--- config.mk ---
export PLATFORM = sky130hd
export DESIGN_NAME = audio_codec_control_regs
export DESIGN_NICKNAME = d
export VERILOG_FILES = /design/src/audio_codec_control_regs.v
export VERILOG_INCLUDE_DIRS = /design/src
export SDC_FILE = /design/constraint.sdc
export NUM_CORES = 1
export LEC_CHECK = 0
export ABC_AREA = 0
export BUFFER_PORTS_ARGS = -buffer_cell sky130_fd_sc_hd__buf_2
export CORE_MARGIN = 8
export CORE_UTILIZATION = 39
export CTS_BUF_LIST = sky130_fd_sc_hd__clkbuf_2 sky130_fd_sc_hd__clkbuf_4 sky130_fd_sc_hd__clkbuf_8
export CTS_CLUSTER_DIAMETER = 80
export DETAILED_ROUTE_END_ITERATION = 8
export MAX_ROUTING_LAYER = met4
export PLACE_DENSITY = 0.67
export SLEW_MARGIN = 15
export SYNTH_ARGS = -nofsm -noshare
export SYNTH_HDL_FRONTEND = slang
export SYNTH_SLANG_ARGS = --single-unit
--- constraint.sdc ---
create_clock -name i_core_clk -period 6.6 [get_ports i_core_clk]
set_input_delay 0.99 -clock i_core_clk [delete_from_list [all_inputs] [get_ports i_core_clk]]
set_output_delay 0.99 -clock i_core_clk [all_outputs]
set_load 0.01 [all_outputs]
--- src/audio_codec_control_regs_defines.vh ---
// register map constants for the audio codec control bank
// included by the register bank module; definitions only
`ifndef AUDIO_CODEC_CONTROL_REGS_DEFINES_VH
`define AUDIO_CODEC_CONTROL_REGS_DEFINES_VH

// ----------------------------------------------------------------------
// offsets
// ----------------------------------------------------------------------
`define OFS_AUDIO_PORT_CONTROL      4'h0
`define OFS_DAC_DIGITAL_CONTROL     4'h2
`define OFS_DAC_VOLUME_CONTROL      4'h3
`define OFS_DAC_ANALOG_BIAS_0       4'h4
`define OFS_DAC_ANALOG_MUTE_VOLUME  4'h5
`define OFS_DAC_ANALOG_OUTPUT_CFG   4'h6
`define OFS_DAC_ANALOG_ENABLE_STAT  4'h7
`define OFS_ADC_DIGITAL_CONTROL     4'h8
`define OFS_ADC_HIGHPASS_CONTROL    4'h9
`define OFS_ADC_INPUT_CONTROL       4'hA

// ----------------------------------------------------------------------
// reset values
// ----------------------------------------------------------------------
`define RST_AUDIO_PORT_CONTROL      16'h0000
`define RST_DAC_DIGITAL_CONTROL     16'h0000
`define RST_DAC_VOLUME_CONTROL      16'hBEBE
`define RST_DAC_ANALOG_BIAS_0       16'h5355
`define RST_DAC_ANALOG_MUTE_VOLUME  16'h0040
`define RST_DAC_ANALOG_OUTPUT_CFG   16'h0000
`define RST_DAC_ANALOG_ENABLE_STAT  16'h00B0
`define RST_ADC_DIGITAL_CONTROL     16'h0000
`define RST_ADC_HIGHPASS_CONTROL    16'h0000
`define RST_ADC_INPUT_CONTROL       16'h0800

// ----------------------------------------------------------------------
// writable bit masks (reserved bits read zero)
// ----------------------------------------------------------------------
`define MSK_AUDIO_PORT_CONTROL      16'h0F60
`define MSK_DAC_DIGITAL_CONTROL     16'h0FFF
`define MSK_DAC_VOLUME_CONTROL      16'hFFFF
`define MSK_DAC_ANALOG_BIAS_0       16'hF7F7
`define MSK_DAC_ANALOG_MUTE_VOLUME  16'hC7FF
`define MSK_DAC_ANALOG_OUTPUT_CFG   16'h8FFF
`define MSK_DAC_ANALOG_ENABLE_STAT  16'h27FF
`define MSK_ADC_DIGITAL_CONTROL     16'h1BC0
`define MSK_ADC_HIGHPASS_CONTROL    16'h00FF
`define MSK_ADC_INPUT_CONTROL       16'h7CFF

// ----------------------------------------------------------------------
// field positions
// ----------------------------------------------------------------------
`define POS_DAC_CLK_HALVE           11
`define POS_JACK_DETECT_IRQ_EN      10
`define POS_OVERCURRENT_IRQ_EN      9
`define POS_SERIAL_OUT_EN           8
`define POS_SERIAL_WIRING_LO        5
`define POS_DAC_SOURCE_LO           10
`define POS_DAC_IN_RATE             8
`define POS_DAC_OUT_RATE_LO         4
`define POS_PLAYBACK_SILENCE        10
`define POS_HP_VOLUME_LO            0
`define POS_OUTPUT_SUM_ROUTE        6
`define POS_OVERLOAD_PROTECT_OFF    5
`define POS_OVERLOAD_STATE          14
`define POS_CAPTURE_SUM_EN          11
`define POS_ADC_GAIN_LO             6
`define POS_WIND_RATE_LO            6
`define POS_WIND_CUTOFF_LO          3
`define POS_HIGHPASS_PURPOSE        2
`define POS_LEFT_HIGHPASS_OFF       1
`define POS_RIGHT_HIGHPASS_OFF      0
`define POS_LEFT_CAPTURE_EN         4
`define POS_RIGHT_CAPTURE_EN        3
`define POS_RADIO_GAIN_LO           10

// ----------------------------------------------------------------------
// codes and limits
// ----------------------------------------------------------------------
`define HP_VOLUME_MAX               6'h28
`define WIRING_RESERVED             2'h3
`define WIND_RATE_RESERVED          2'h3
`define DAC_SOURCE_MUSIC            2'h0

`endif

--- src/audio_codec_control_regs.v ---
// control and status register bank of the audio codec subsystem
// assumes a simple synchronous register port on i_core_clk; the
// overload status comes from the analog domain and is synchronised here
//
// Summary of operation
// - dac clock halve bit selects divide one or two
// - bit 10 enables jack detect interrupt
// - overcurrent irq when enabled, protected, overloaded
// - serial transmit driven only when enable set
// - wiring field: three, four, six wire
// - dac source 00 is music channel
// - dac input rate mclk/256 or mclk/128
// - dac output rate mclk/16 down to /2
// - eight-bit volume per channel, reset BE
// - headphone volume clamps at 40, reads raw
// - playback bit 0 mutes, 1 passes
// - output sum route mixes both channels
// - overload state read-only at bit 14
// - protect bit 0 enables overload protection
// - capture sum adds left and right samples
// - adc gain 0 to 45 dB, 3 dB steps
// - wind filter rate family select
// - wind filter cutoff three-bit code
// - highpass enables are active low
// - capture channels enabled by bits 4, 3
// - radio input gain code, reset 010
`timescale 1ns/10ps
`include "audio_codec_control_regs_defines.vh"

module audio_codec_control_regs (
  input  wire        i_core_clk,
  input  wire        i_rst,
  input  wire        i_wr_en,
  input  wire        i_rd_en,
  input  wire [3:0]  i_addr,
  input  wire [15:0] i_wdata,
  input  wire        i_overload_raw,
  input  wire        i_jack_event,
  output reg  [15:0] o_rdata,
  output reg         o_rd_valid,
  output reg         o_irq,
  output reg         o_dac_clk_halve,
  output reg         o_serial_out_en,
  output reg         o_serial_tx_oe_n,
  output reg  [1:0]  o_serial_wiring_sel,
  output reg         o_dac_from_music,
  output reg  [8:0]  o_dac_in_div,
  output reg  [4:0]  o_dac_out_div,
  output reg  [7:0]  o_right_digital_gain,
  output reg  [7:0]  o_left_digital_gain,
  output reg  [5:0]  o_hp_volume,
  output reg         o_playback_pass,
  output reg         o_output_sum_route,
  output reg         o_overload_protect_on,
  output reg         o_capture_sum_en,
  output reg  [3:0]  o_adc_gain,
  output reg  [1:0]  o_wind_rate_family,
  output reg  [2:0]  o_wind_cutoff_sel,
  output reg         o_highpass_for_wind,
  output reg         o_left_highpass_on,
  output reg         o_right_highpass_on,
  output reg         o_left_capture_en,
  output reg         o_right_capture_en,
  output reg  [2:0]  o_radio_input_gain
);

  // --------------------------------------------------------------------
  // register storage
  // --------------------------------------------------------------------
  localparam NREG = 16;

  reg  [15:0] regs_reg [0:NREG-1];
  reg  [15:0] rst_val  [0:NREG-1];
  reg  [15:0] msk_val  [0:NREG-1];
  reg         init_done_reg;
  reg         ovl_meta_reg;
  reg         ovl_sync_reg;
  reg  [15:0] rdata_next;
  integer     k;

  always @* begin
    for (k = 0; k < NREG; k = k + 1) begin
      rst_val[k] = 16'h0000;
      msk_val[k] = 16'h0000;
    end
    rst_val[`OFS_AUDIO_PORT_CONTROL]     = `RST_AUDIO_PORT_CONTROL;
    rst_val[`OFS_DAC_DIGITAL_CONTROL]    = `RST_DAC_DIGITAL_CONTROL;
    rst_val[`OFS_DAC_VOLUME_CONTROL]     = `RST_DAC_VOLUME_CONTROL;
    rst_val[`OFS_DAC_ANALOG_BIAS_0]      = `RST_DAC_ANALOG_BIAS_0;
    rst_val[`OFS_DAC_ANALOG_MUTE_VOLUME] = `RST_DAC_ANALOG_MUTE_VOLUME;
    rst_val[`OFS_DAC_ANALOG_OUTPUT_CFG]  = `RST_DAC_ANALOG_OUTPUT_CFG;
    rst_val[`OFS_DAC_ANALOG_ENABLE_STAT] = `RST_DAC_ANALOG_ENABLE_STAT;
    rst_val[`OFS_ADC_DIGITAL_CONTROL]    = `RST_ADC_DIGITAL_CONTROL;
    rst_val[`OFS_ADC_HIGHPASS_CONTROL]   = `RST_ADC_HIGHPASS_CONTROL;
    rst_val[`OFS_ADC_INPUT_CONTROL]      = `RST_ADC_INPUT_CONTROL;
    msk_val[`OFS_AUDIO_PORT_CONTROL]     = `MSK_AUDIO_PORT_CONTROL;
    msk_val[`OFS_DAC_DIGITAL_CONTROL]    = `MSK_DAC_DIGITAL_CONTROL;
    msk_val[`OFS_DAC_VOLUME_CONTROL]     = `MSK_DAC_VOLUME_CONTROL;
    msk_val[`OFS_DAC_ANALOG_BIAS_0]      = `MSK_DAC_ANALOG_BIAS_0;
    msk_val[`OFS_DAC_ANALOG_MUTE_VOLUME] = `MSK_DAC_ANALOG_MUTE_VOLUME;
    msk_val[`OFS_DAC_ANALOG_OUTPUT_CFG]  = `MSK_DAC_ANALOG_OUTPUT_CFG;
    msk_val[`OFS_DAC_ANALOG_ENABLE_STAT] = `MSK_DAC_ANALOG_ENABLE_STAT;
    msk_val[`OFS_ADC_DIGITAL_CONTROL]    = `MSK_ADC_DIGITAL_CONTROL;
    msk_val[`OFS_ADC_HIGHPASS_CONTROL]   = `MSK_ADC_HIGHPASS_CONTROL;
    msk_val[`OFS_ADC_INPUT_CONTROL]      = `MSK_ADC_INPUT_CONTROL;
  end

  // one generate loop covers every register slot
  genvar g;
  generate
    for (g = 0; g < NREG; g = g + 1) begin : g_reg
      always @(posedge i_core_clk or posedge i_rst) begin
        if (i_rst) begin
          regs_reg[g] <= 16'h0000;
        end else if (i_wr_en && (i_addr == g)) begin
          // reserved bits stay zero
          regs_reg[g] <= i_wdata & msk_val[g];
        end else if (regs_reg[g] == 16'h0000 && !init_done_reg) begin
          regs_reg[g] <= rst_val[g];
        end
      end
    end
  endgenerate

  // reset loads documented values one cycle after release
  always @(posedge i_core_clk or posedge i_rst) begin
    if (i_rst) begin
      init_done_reg <= 1'b0;
    end else begin
      init_done_reg <= 1'b1;
    end
  end

  // --------------------------------------------------------------------
  // overload status synchroniser
  // --------------------------------------------------------------------
  always @(posedge i_core_clk or posedge i_rst) begin
    if (i_rst) begin
      ovl_meta_reg <= 1'b0;
      ovl_sync_reg <= 1'b0;
    end else begin
      ovl_meta_reg <= i_overload_raw;
      ovl_sync_reg <= ovl_meta_reg;
    end
  end

  // --------------------------------------------------------------------
  // read path
  // --------------------------------------------------------------------
  wire [15:0] r_port = regs_reg[`OFS_AUDIO_PORT_CONTROL];
  wire [15:0] r_ddig = regs_reg[`OFS_DAC_DIGITAL_CONTROL];
  wire [15:0] r_dvol = regs_reg[`OFS_DAC_VOLUME_CONTROL];
  wire [15:0] r_amv  = regs_reg[`OFS_DAC_ANALOG_MUTE_VOLUME];
  wire [15:0] r_aout = regs_reg[`OFS_DAC_ANALOG_OUTPUT_CFG];
  wire [15:0] r_adig = regs_reg[`OFS_ADC_DIGITAL_CONTROL];
  wire [15:0] r_hpf  = regs_reg[`OFS_ADC_HIGHPASS_CONTROL];
  wire [15:0] r_ain  = regs_reg[`OFS_ADC_INPUT_CONTROL];

  always @* begin
    rdata_next = regs_reg[i_addr];
    if (i_addr == `OFS_DAC_ANALOG_ENABLE_STAT) begin
      // read-only overload state
      rdata_next[`POS_OVERLOAD_STATE] = ovl_sync_reg;
    end
  end

  always @(posedge i_core_clk or posedge i_rst) begin
    if (i_rst) begin
      o_rdata    <= 16'h0000;
      o_rd_valid <= 1'b0;
    end else begin
      o_rd_valid <= i_rd_en;
      if (i_rd_en) begin
        o_rdata <= rdata_next;
      end
    end
  end

  // --------------------------------------------------------------------
  // decoded controls
  // --------------------------------------------------------------------
  wire [5:0] hp_vol_raw = r_amv[`POS_HP_VOLUME_LO +: 6];
  wire       prot_on    = ~r_aout[`POS_OVERLOAD_PROTECT_OFF];
  wire       oc_irq     = r_port[`POS_OVERCURRENT_IRQ_EN] & prot_on &
                          ovl_sync_reg;
  wire       jk_irq     = r_port[`POS_JACK_DETECT_IRQ_EN] & i_jack_event;
  wire [1:0] out_rate   = r_ddig[`POS_DAC_OUT_RATE_LO +: 2];

  always @(posedge i_core_clk or posedge i_rst) begin
    if (i_rst) begin
      o_irq                 <= 1'b0;
      o_dac_clk_halve       <= 1'b0;
      o_serial_out_en       <= 1'b0;
      o_serial_tx_oe_n      <= 1'b1;
      o_serial_wiring_sel   <= 2'h0;
      o_dac_from_music      <= 1'b1;
      o_dac_in_div          <= 9'h100;
      o_dac_out_div         <= 5'h10;
      o_right_digital_gain  <= 8'hBE;
      o_left_digital_gain   <= 8'hBE;
      o_hp_volume           <= 6'h00;
      o_playback_pass       <= 1'b0;
      o_output_sum_route    <= 1'b0;
      o_overload_protect_on <= 1'b1;
      o_capture_sum_en      <= 1'b0;
      o_adc_gain            <= 4'h0;
      o_wind_rate_family    <= 2'h0;
      o_wind_cutoff_sel     <= 3'h0;
      o_highpass_for_wind   <= 1'b0;
      o_left_highpass_on    <= 1'b1;
      o_right_highpass_on   <= 1'b1;
      o_left_capture_en     <= 1'b0;
      o_right_capture_en    <= 1'b0;
      o_radio_input_gain    <= 3'h2;
    end else begin
      o_irq               <= oc_irq | jk_irq;
      o_dac_clk_halve     <= r_port[`POS_DAC_CLK_HALVE];
      o_serial_out_en     <= r_port[`POS_SERIAL_OUT_EN];
      o_serial_tx_oe_n    <= ~r_port[`POS_SERIAL_OUT_EN];
      o_serial_wiring_sel <= r_port[`POS_SERIAL_WIRING_LO +: 2];
      o_dac_from_music    <= (r_ddig[`POS_DAC_SOURCE_LO +: 2] ==
                              `DAC_SOURCE_MUSIC);
      o_dac_in_div        <= r_ddig[`POS_DAC_IN_RATE] ?
                             9'h080 : 9'h100;
      case (out_rate)
        2'h0:    o_dac_out_div <= 5'h10;
        2'h1:    o_dac_out_div <= 5'h08;
        2'h2:    o_dac_out_div <= 5'h04;
        default: o_dac_out_div <= 5'h02;
      endcase
      o_right_digital_gain <= r_dvol[15:8];
      o_left_digital_gain  <= r_dvol[7:0];
      o_hp_volume <= (hp_vol_raw > `HP_VOLUME_MAX) ?
                     `HP_VOLUME_MAX : hp_vol_raw;
      o_playback_pass      <= r_amv[`POS_PLAYBACK_SILENCE];
      o_output_sum_route   <= r_aout[`POS_OUTPUT_SUM_ROUTE];
      o_overload_protect_on <= prot_on;
      o_capture_sum_en     <= r_adig[`POS_CAPTURE_SUM_EN];
      o_adc_gain           <= r_adig[`POS_ADC_GAIN_LO +: 4];
      o_wind_rate_family   <= r_hpf[`POS_WIND_RATE_LO +: 2];
      o_wind_cutoff_sel    <= r_hpf[`POS_WIND_CUTOFF_LO +: 3];
      o_highpass_for_wind  <= r_hpf[`POS_HIGHPASS_PURPOSE];
      o_left_highpass_on   <= ~r_hpf[`POS_LEFT_HIGHPASS_OFF];
      o_right_highpass_on  <= ~r_hpf[`POS_RIGHT_HIGHPASS_OFF];
      o_left_capture_en    <= r_ain[`POS_LEFT_CAPTURE_EN];
      o_right_capture_en   <= r_ain[`POS_RIGHT_CAPTURE_EN];
      o_radio_input_gain   <= r_ain[`POS_RADIO_GAIN_LO +: 3];
    end
  end

endmodule // audio_codec_control_regs

# Word level (Yosys, flattened, before mapping)
# Index checks and enable logic that the tools add are counted.
# op_classes
magnitude_cmp	2
eq_ne	17
n_mux	39
bitwise	9
n_reduce_logical	68
# op_table
cell	count
16-bit 2-to-1 mux	34
16-bit logical NOT	16
16-bit binary-select mux with 4-bit select	1
4-bit == test, second input constant	8
1-bit logical AND	32
2-bit nonzero test	16
4-bit by 3-bit == test with 1-bit output, second input constant	4
5-bit one-hot mux with 3 select lines	1
9-bit 2-to-1 mux	1
4-bit by 2-bit == test with 1-bit output, second input constant	2
6-bit > comparator, second input constant	1
6-bit 2-to-1 mux	1
5-bit greater-or-equal comparator, second input constant	1
4-bit inverter with 5-bit output	1
4-bit by 1-bit == test with 1-bit output, second input constant	1
2-bit logical NOT	2
4-bit logical NOT	1
1-bit inverter	4
1-bit bitwise AND	3
2-bit by 1-bit == test with 1-bit output, second input constant	1
2-bit == test, second input constant	1
1-bit logical NOT	1
1-bit 2-to-1 mux	1
1-bit OR	1
# word_totals
register_bits	340
input_bits	26
out_inout_bits	81
elab_cells	180

# Depth between registers and ports, before layout
# Gate-level depths: netlist of the first run.
# depth
word_depth	5
mapped_depth	7
mapped_depth_nobuf	4

# Worst setup path after synthesis of the first run
# OpenSTA, ideal clock, no wires.
# synth_path
path_type	input to register
start	input i_addr[3]
end	register regs_reg, in the netlist r_aout[0]
setup_ns	0.125
arrival_ns	2.127
t_required_ns	6.475
path_slack_ns	4.348
cell_stages	5
path_buffers	2
cell_sequence	buf_2 nand3b_1 nor2_2 buf_4 mux2_2
# synth_via
elab_chain_cells	3
word_cells_on_any_way	4
cone_classes	eq/ne (1); mux (1); reduce/logical (2)
# synth_lines
item	line_no	rtl
start, declared	audio_codec_control_regs.v:35	input wire [3:0] i_addr,
4-bit by 3-bit == test with 1-bit output *	audio_codec_control_regs.v:115	end else if (i_wr_en && (i_addr == g)) begin
1-bit logical AND *	audio_codec_control_regs.v:115	
16-bit 2-to-1 mux / 2-bit nonzero test (equally long branches)	-	
end signal, assigned by index	audio_codec_control_regs.v:117	regs_reg[g] <= i_wdata & msk_val[g];
end signal, assigned by index	audio_codec_control_regs.v:119	regs_reg[g] <= rst_val[g];
end, declared	audio_codec_control_regs.v:72	reg [15:0] regs_reg [0:NREG-1];
# Mark *: on every way between the ends. The rest lies on a longest branch, timed or not.
# A chain may end at the register's enable or synchronous reset.

# Final worst setup path of the first run
# layout_path
start	input i_addr[0]
end	register regs_reg, in the netlist r_dvol[9]
# layout_via
elab_chain_cells	3
word_cells_on_any_way	4
cone_classes	eq/ne (1); mux (1); reduce/logical (2)
# layout_lines
item	line_no
4-bit by 2-bit == test with 1-bit output *	audio_codec_control_regs.v:115
1-bit logical AND *	audio_codec_control_regs.v:115
16-bit 2-to-1 mux / 2-bit nonzero test (equally long branches)	-
# Marks and branches as above.

==> metrics, run 1 <==
CTS Buf Count 17; setup TNS 0 ps; Reg clk slew, reported paths 90 ps; Internal Pwr Total 2.09 mW; Arrival @ worst endpoint ~3600 ps; area grow syn2layout 13.7%; FF+latch count, synth 189; clock latency on the worst-skew pair approximately 480 ps; clock power share about 28%; # diodes 0; simple logic cell fraction of the synthesized area 9.99%; post-route DRC violation count 0; cell count along the critical path 5; yosys warns 0; setup violators final 0; P_leak 3.91 nW; vias post-DR 5375; reg-to-reg endpoint r_dvol[9]; post-synthesis average cell area approximately 13 µm²; Peak VDD IR 0.103 mV; sequential share of power 54.7%; DR iter-0 viols approximately 550; Max Clock Skew 15.4 ps; largest area contributor in the netlist dfrtp_1; Req. time, crit path 7000 ps; CP Capture Type flip-flop; max reg flops 26; Layout Cells excl Fill 962; source of the worst register-to-register timing path r_dvol[9]; Ports 107; Logic pwr share 17.5%; standard-cell rows roughly 50; Via-to-Cell Ratio 5.59; GR Overflow Total 0; count of cell types in the netlist 56; worst path bufs/invs 1; ys async rst share between 90% and 100%; routed len/inst 22.5 µm; placed instance count slightly above 900; Fin. Hold Viols 0; ys flop type dfrtp_1; Worst R2R Path Depth 4; Initial Util roughly two fifths; GP Congestion 0.899; DIE HEIGHT 157 µm; post-route ant nets 0; Longest Clk Path Bufs 2; RSZ-0062 raised after global routing no; vias in the first global route 5490; Synth Area in XOR/XNOR 0%; Final Max Slew Viols 0; NetSw around 880 µW; cts hold-fix bufs 0; PwrDens 337 mW/mm²; Slowest-stage cell, CP nor2b_1; highest cell delay on the worst timing path 810 ps; crit start category primary input; DR top layer met4; Total Routing Usage GR between 10% and 20%; Min Clock Period, post-route between 3000 and 4000 ps; Synth Area in Compound Gates approximately 11%; Tcrit/Tclk final 48.6%; CTS Sinks between 150 and 200; fmax 0.312 GHz; layout cells sized above 1 33.3%; Worst-Margin Slew 1200 ps; CP delay by family, top simple AND/OR/NAND/NOR gates; main combinational cell family by area after synthesis multiplexers; most frequent cells after synthesis dfrtp_1 (169), mux2_2 (69), nand2_1 (51); Finished Cell Area around 0.0088 mm²; # port buffers just under 100; CP Class primary input to flip-flop; Sw Share 29.8%; mux cell area share after synthesis 13.8%; global-route wire length before repair 33.4 mm; DIE WIDTH 157 µm; HP Class flip-flop to flip-flop; DP HPWL 15.0 mm; met3 WL 1.35 mm; CP Cell Sequence buf_2, nor2b_1, nand3_2, o41ai_2, o22a_1; count leader, synth dfrtp_1; CTS HTree Levels 4; outcome completed; number of enable flip-flop cells after synthesis 0; post-CTS sizing 0; Core Area 0.0195 mm²; sequential fraction of the synthesis area 61.4%; Hold Path Cell Cnt 0; CP Capture Point r_dvol[9]; nets between 700 and 800; Synth Cell Area 0.00774 mm²; Worst Path Max Fanout 42; Worst slew margin 19.9%; Clk Tree Root Cell clkbuf_8; R2R setup slack 4450 ps; Yosys top cell area share 54.6%; largest cells by area after synthesis dfrtp_1 (55%), mux2_2 (10%), dfstp_2 (6.8%), mux2i_1 (2.7%), o22a_1 (2.7%); placed cell areas 0.00836 mm²; DRT Pass-1 Iters 6; wirelength, routed 21.6 mm; CTS tree built; metal2 WL 10.6 mm; die area roughly 0.025 mm²; Worst setup startpoint i_addr[0]; adder-cell share of the synthesized area 0%; max cap viols 0; Synth Instances 601; largest net degree at the start of global routing 120; post-CTS setup buffers 0; WL met1 ~9 mm; initial antenna violation count 0
[layout by cell type, fill, tap and decap left out, drive strengths merged, types with 3 or more instances in the layout]
master  count
a32oi       4
mux4        3
nor3b       3
mux2i      21
a31oi       9
a32o       11
clkbuf     21
o22a       24
mux2       70
nor3        6
nand3      10
nand3b      5
o21ai      15
bufinv      3
nand2      52
nand4       3
nor2b       8
clkinv      3
dfstp      20
inv        14
a22o       12
and2        6
and3        3
o32a        3
nor4       16
conb        9
dfrtp     169
buf       101
o22ai       4
nor2       33
a21oi       8
[cells by family (layout without fill, tap and decap cells)]
group / count (synthesis) / after routing
flops: 189 / 189
simple gates: 154 / 154
compound gates: 107 / 107
mux: 94 / 94
buf+inv: 55 / 144
other cells: 2 / 9
[power by group through the flow]
stage	sequential, mW	combinational, mW	clock, mW
floorplan	1.62	0.291	0
global route	1.65	0.566	0.885
detailed placement	1.64	0.523	0
global placement	1.63	0.512	0
CTS	1.62	0.526	0.840
finish	1.62	0.520	0.827
[final cells by class]
class	count	area, µm²
Multi-Input combinational cell	364	2720
Clock inverter	11	154
Timing Repair Buffer	101	513
Sequential cell	189	4750
Clock buffer	21	283
Fill cell	1746	10700
Tap cell	265	332
Inverter	11	48.8
[layer usage]
metal,vias to the layer above,track usage (%)
met5,-,-
met4,0,8.65
met3,51,3.53
met2,216,29.6
met1,2763,22.7
li1,2345,-
[worst min-delay path by stage]
stage	slack, ps	startpoint	end
2_1_floorplan	330	ovl_meta_reg	ovl_sync_reg
3_3_place_gp	340	ovl_meta_reg	ovl_sync_reg
3_5_place_dp	340	ovl_meta_reg	ovl_sync_reg
4_1_cts	360	ovl_meta_reg	ovl_sync_reg
5_1_grt	370	ovl_meta_reg	ovl_sync_reg
6_report	360	ovl_meta_reg	ovl_sync_reg
[metrics by stage]
stage	hold slack, ps	worst slack (ps)	total power [mW]	util [%]
6_report	357	3390	2.97	45.2
3_3_place_gp	341	3210	2.14	43.0
4_1_cts	359	3510	2.99	45.2
2_1_floorplan	331	501	1.91	-
3_5_place_dp	338	2990	2.17	43.0
5_1_grt	375	3250	3.11	45.2
Note: power is estimated with default switching activity, not from simulation.
==> run 2, diff against run 1 <==
--- a/config.mk
+++ b/config.mk
@@ -14,7 +14,7 @@
 export CTS_CLUSTER_DIAMETER = 80
 export DETAILED_ROUTE_END_ITERATION = 8
 export MAX_ROUTING_LAYER = met4
-export PLACE_DENSITY = 0.67
+export PLACE_DENSITY = 0.69
 export SLEW_MARGIN = 15
 export SYNTH_ARGS = -nofsm -noshare
 export SYNTH_HDL_FRONTEND = slang
==> constraint.sdc (replaced) <==
create_clock -name i_core_clk -period 2.7 [get_ports i_core_clk]
set_input_delay 0.405 -clock i_core_clk [delete_from_list [all_inputs] [get_ports i_core_clk]]
set_output_delay 0.405 -clock i_core_clk [all_outputs]
set_load 0.01 [all_outputs]
==> metrics, run 2 (synthesized netlist as in run 1, its figures left out) <==
post-CTS setup buffers 0 (unchanged); DIE WIDTH 157 µm (unchanged); nets 732 (+3.1%); Tcrit/Tclk final 67.3%; global-route wire length before repair 33.0 mm (-1.1%); Longest Clk Path Bufs 2 (unchanged); HP Class primary input to async pin; post-route worst setup slack 882 ps (-2510 ps); # diodes 0 (unchanged); crit start category flip-flop; initial antenna violation count 0 (unchanged); Total Routing Usage GR 18.5% (-0.13 points); worst slack at placement 539 ps (-2460 ps); outcome completed; Worst R2R Path Depth 3 (-1); GP Congestion 0.905 (+0.73%); Req. time, crit path 3050 ps (-3950 ps); vias post-DR 5382 (+0.13%); GR Overflow Total 0 (unchanged); setup TNS 0 ps (unchanged); layout cells sized above 1 35.2% (+1.9 points); DR iter-0 viols 607 (+9.6%); max cap viols 0 (unchanged); Ports 107 (unchanged); DRT Pass-1 Iters 6 (unchanged); Final Max Slew Viols 0 (unchanged); # port buffers 98 (unchanged); max reg flops 26 (unchanged); Arrival @ worst endpoint 2170 ps (-1440 ps); PwrDens 784 mW/mm² (+130%); wirelength, routed 21.3 mm (-1.4%); Core Area 0.0195 mm² (unchanged); standard-cell rows 51 (unchanged); commonest non-fill, non-tap cell in the layout dfrtp_1; clock latency on the worst-skew pair 470 ps (about the same); routed len/inst 21.7 µm (-3.6%); CTS tree built; area grow syn2layout 14.9%; post-route ant nets 0 (unchanged); vias in the first global route 5374 (-2.1%); CTS Sinks 189 (unchanged); Worst slew margin 51.3% (+31 points); die area 0.0246 mm² (unchanged); Fin. Hold Viols 0 (unchanged); Clk Tree Root Cell clkbuf_8; setup violators final 0 (unchanged); CP Capture Type flip-flop; Max Clock Skew 17.3 ps (+1.89 ps); cts hold-fix bufs 0 (unchanged); Min Clock Period, post-route approximately 1800 ps; fmax between 0.5 and 0.6 GHz; post-CTS sizing 0 (unchanged); DP HPWL 15.3 mm (+1.8%); Worst-Margin Slew 731 ps (-466 ps); largest net degree at the start of global routing 94 (-22%); CTS Buf Count 17 (unchanged); CTS HTree Levels 4 (unchanged); Via-to-Cell Ratio 5.47 (-2.1%); Worst Path Max Fanout 5 (-88%); post-route DRC violation count 0 (unchanged); commonest non-fill, non-tap cells in the layout dfrtp_1 (169), buf_2 (98), mux2_2 (69); DIE HEIGHT 157 µm (unchanged); CP Class flip-flop to flip-flop; Peak VDD IR 0.266 mV (+160%); P_leak 3.99 nW (+2.0%); RSZ-0062 raised after global routing no; Reg clk slew, reported paths 90 ps (about the same); Initial Util 39.8% (unchanged)
-- run 2: critical path, cell delays in order (launching register included) --
cell,delay (ps)
dfrtp_1,430
or4_1,510
o41a_1,510
a32o_1,250
-- run 2: power breakdown --
| group | total [mW] | internal (mW) | switching (mW) | leakage, nW |
|---|---|---|---|---|
| Combinational | 1.27 | 0.626 | 0.649 | 1.55 |
| Clock | 1.74 | 0.718 | 1.02 | 0.185 |
| Sequential | 3.96 | 3.48 | 0.485 | 2.25 |
| Total | 6.98 | 4.82 | 2.15 | 3.99 |
-- run 2: worst paths after layout --
check	startpoint	to	slack, ps
setup / recovery	r_ain[3]	r_ain[4]	880
setup reg to reg	r_ain[3]	r_ain[4]	880
hold / removal	i_rst	o_right_digital_gain[2]	40
max in group asynchronous	i_rst	o_dac_out_div[1]	1930
min in group i_core_clk	i_overload_raw	ovl_meta_reg	40
hold reg to reg	ovl_meta_reg	ovl_sync_reg	350
-- run 2: per-layer routing --
metal | wire length [µm] | vias up | global-route usage (%) | share of wire [%]
met5 | 0 | - | - | 0
met4 | 575 | 0 | 7.51 | 2.7
met3 | 1480 | 37 | 3.92 | 6.9
met2 | 10300 | 212 | 28.6 | 48
met1 | 8990 | 2742 | 23.4 | 42
li1 | - | 2391 | - | -
-- run 2: final cells by class --
type | instances | area (µm²)
clock buffer | 21 | 277
clock inverter | 11 | 82.6
fill | 1820 | 10600
inverter | 11 | 45.0
multi-input combinational | 364 | 2720
sequential | 189 | 4750
tap | 265 | 332
timing repair buffer | 123 | 691
-- run 2: through the flow --
stage	utilization (%)	power, mW	hold WS (ps)	cells	instance area, µm²
2_1_floorplan	-	4.67	331	608	7770
3_3_place_gp	43.9	5.27	336	952	8540
3_5_place_dp	43.9	5.30	336	952	8540
4_1_cts	45.7	7.02	7.84	984	8900
5_1_grt	45.7	7.32	12.1	984	8900
6_report	45.7	6.98	35.2	984	8900
==> run 3, diff against run 2 <==
==> constraint.sdc (replaced) <==
create_clock -name i_core_clk -period 1.5 [get_ports i_core_clk]
set_input_delay 0.225 -clock i_core_clk [delete_from_list [all_inputs] [get_ports i_core_clk]]
set_output_delay 0.225 -clock i_core_clk [all_outputs]
set_load 0.01 [all_outputs]
==> metrics, run 3 (synthesized netlist as in run 1, its figures left out) <==
worst slack at placement -256 ps (-795 ps); GP Congestion 0.907 (+0.17%); largest net degree at the start of global routing 98 (+4.3%); commonest non-fill, non-tap cells in the layout dfrtp_1 (169), buf_4 (101), buf_2 (98); Tot Pwr 13.0 mW (+87%); highest cell delay on the worst timing path 540 ps (+30 ps); sequential share of power 53.9% (-2.9 points); nets 817 (+12%); P_leak 4.42 nW (+11%); setup TNS -818 ps (-818 ps); layout cells sized above 1 42.8% (+7.6 points); CTS HTree Levels 4 (unchanged); CTS Sinks 189 (unchanged); Worst slew margin 63.4% (+12 points); post-route worst setup slack -167 ps (-1050 ps); die area 0.0246 mm² (unchanged); Tcrit/Tclk final 111% (+44 points); post-route DRC violation count 0 (unchanged); global-route wire length before repair 34.4 mm (+4.3%); RSZ-0062 raised after global routing yes; Total Routing Usage GR 19.3% (+0.80 points); DR iter-0 viols 532 (-12%); Ports 107 (unchanged); CP Cell Sequence or4_1, o41a_1, buf_4, a21oi_2; fillers 1756 (-3.5%); PwrDens 1350 mW/mm² (+72%); CP Class flip-flop to flip-flop; Max Clock Skew 8.66 ps (-8.66 ps); max cap viols 0 (unchanged); Hold WS 33.4 ps (-1.77 ps); DP HPWL 16.4 mm (+7.4%); clock power share 24.1% (-0.8 points); HP Class primary input to flip-flop; clock latency on the worst-skew pair 470 ps (about the same); Fin. Hold Viols 0 (unchanged); hold path startpoint i_wdata[13]; NetSw 4.01 mW (+86%); Arrival @ worst endpoint 2070 ps (-100 ps); Worst Path Max Fanout 5 (unchanged); Min Clock Period, post-route 1670 ps (-151 ps); wirelength, routed 22.3 mm (+4.7%); Peak VDD IR 0.575 mV (+120%); source of the worst register-to-register timing path r_ain[2]; Internal Pwr Total 9.03 mW (+87%); worst path bufs/invs 1 (+1); GR Overflow Total 0 (unchanged); crit start category flip-flop; Worst setup startpoint r_ain[2]; DIE HEIGHT 157 µm (unchanged); CP delay by family, top simple AND/OR/NAND/NOR gates; CTS Buf Count 17 (unchanged); Clk Tree Root Cell clkbuf_8; # port buffers 98 (unchanged); outcome complete, but fails checks; Worst-Margin Slew 548 ps (-182 ps); Initial Util 39.8% (unchanged); Logic pwr share 22.0% (+3.7 points); standard-cell rows 51 (unchanged); CTS tree built; Final Util 49.6% (+3.9 points); commonest non-fill, non-tap cell in the layout dfrtp_1; area grow syn2layout 24.7%; max reg flops 26 (unchanged); Req. time, crit path 1900 ps (-1150 ps); Reg clk slew, reported paths 90 ps (about the same); Via-to-Cell Ratio 5.34 (-2.4%); DIE WIDTH 157 µm (unchanged); post-route ant nets 0 (unchanged); area of the multi-input gates 0.00276 mm² (+1.6%); DRT Pass-1 Iters 5 (-1); Slowest-stage cell, CP or4_1; setup violators final 7 (+7); fmax 0.600 GHz (+9.1%); CP Capture Type flip-flop; vias post-DR 5714 (+6.2%); Final Max Slew Viols 0 (unchanged); Sw Share 30.8% (-0.12 points); initial antenna violation count 1 (+1); Core Area 0.0195 mm² (unchanged); failing checks setup timing; vias in the first global route 5876 (+9.3%); Longest Clk Path Bufs 2 (unchanged); routed len/inst 20.9 µm (-3.7%); Storage cell area 0.00475 mm² (unchanged)
[run 3: changes by cell type in the layout (fill, tap and decap cells not counted), sizes merged]
cell and delta:
inv -1, clkinv +1, dlygate4sd3 +3, diode +1, buf +82
[run 3: worst reg2reg max path, stage by stage, from the launching register on]
cell	delay [ps]
dfrtp_1	380
or4_1	540
o41a_1	400
buf_4	170
a21oi_2	110
[run 3: area by class of cell]
class,instances,share of cell area (%)
diodes,1,0.0259
clock buffers,21,2.93
clock inverters,11,0.855
inverters,11,0.466
multi-input cells,364,28.6
flip-flops and latches,189,49.2
well taps,265,3.43
repair buffers,208,14.5
[run 3: worst paths after layout]
| path | depth (start not counted) | endpoint | slack, ps |
|---|---|---|---|
| worst max register to register | 4 | r_ain[11] | -170 |
| worst min-delay path | 3 | regs_reg[141] | 30 |
| min in group asynchronous | 4 | r_dvol[11] | 450 |
| max in group asynchronous | 4 | r_amv[3] | 590 |
| worst min register to register | 0 | ovl_sync_reg | 360 |
| worst max-delay path | 4 | r_ain[11] | -170 |
[run 3: repair_timing]
item / 4_1_cts / 5_1_grt
endpoints found under the setup margin: 19 / 32
resized for setup: 3 / 6
hold buffers: 3 / 0
setup buffers: 0 / 2
hold endpoints to repair: 171 / 0
cloned: 0 / 0
pin swaps: 2 / 3
[run 3: per-layer routing]
layer | GRT usage (%) | routed length, µm | up-vias
li1 | - | - | 2551
met1 | 23.8 | 9430 | 2906
met2 | 31.5 | 11000 | 212
met3 | 3.78 | 1390 | 45
met4 | 6.27 | 520 | 0
met5 | - | 0 | -
[run 3: power by group through the flow]
stage               registers [mW]  clock network [mW]  logic, mW
floorplan                     7.13                   0       1.28
global placement              7.07                   0       2.80
detailed placement            7.10                   0       2.86
CTS                           7.01                3.20       2.88
global route                  7.16                3.39       3.10
finish                        7.03                3.14       2.87
[run 3: per-stage QoR]
| stage | cell area, µm² | cells |
|---|---|---|
| floorplan | 7770 | 608 |
| global placement | 9200 | 1032 |
| detailed placement | 9200 | 1032 |
| CTS | 9610 | 1067 |
| global route | 9660 | 1070 |
| finish | 9660 | 1070 |
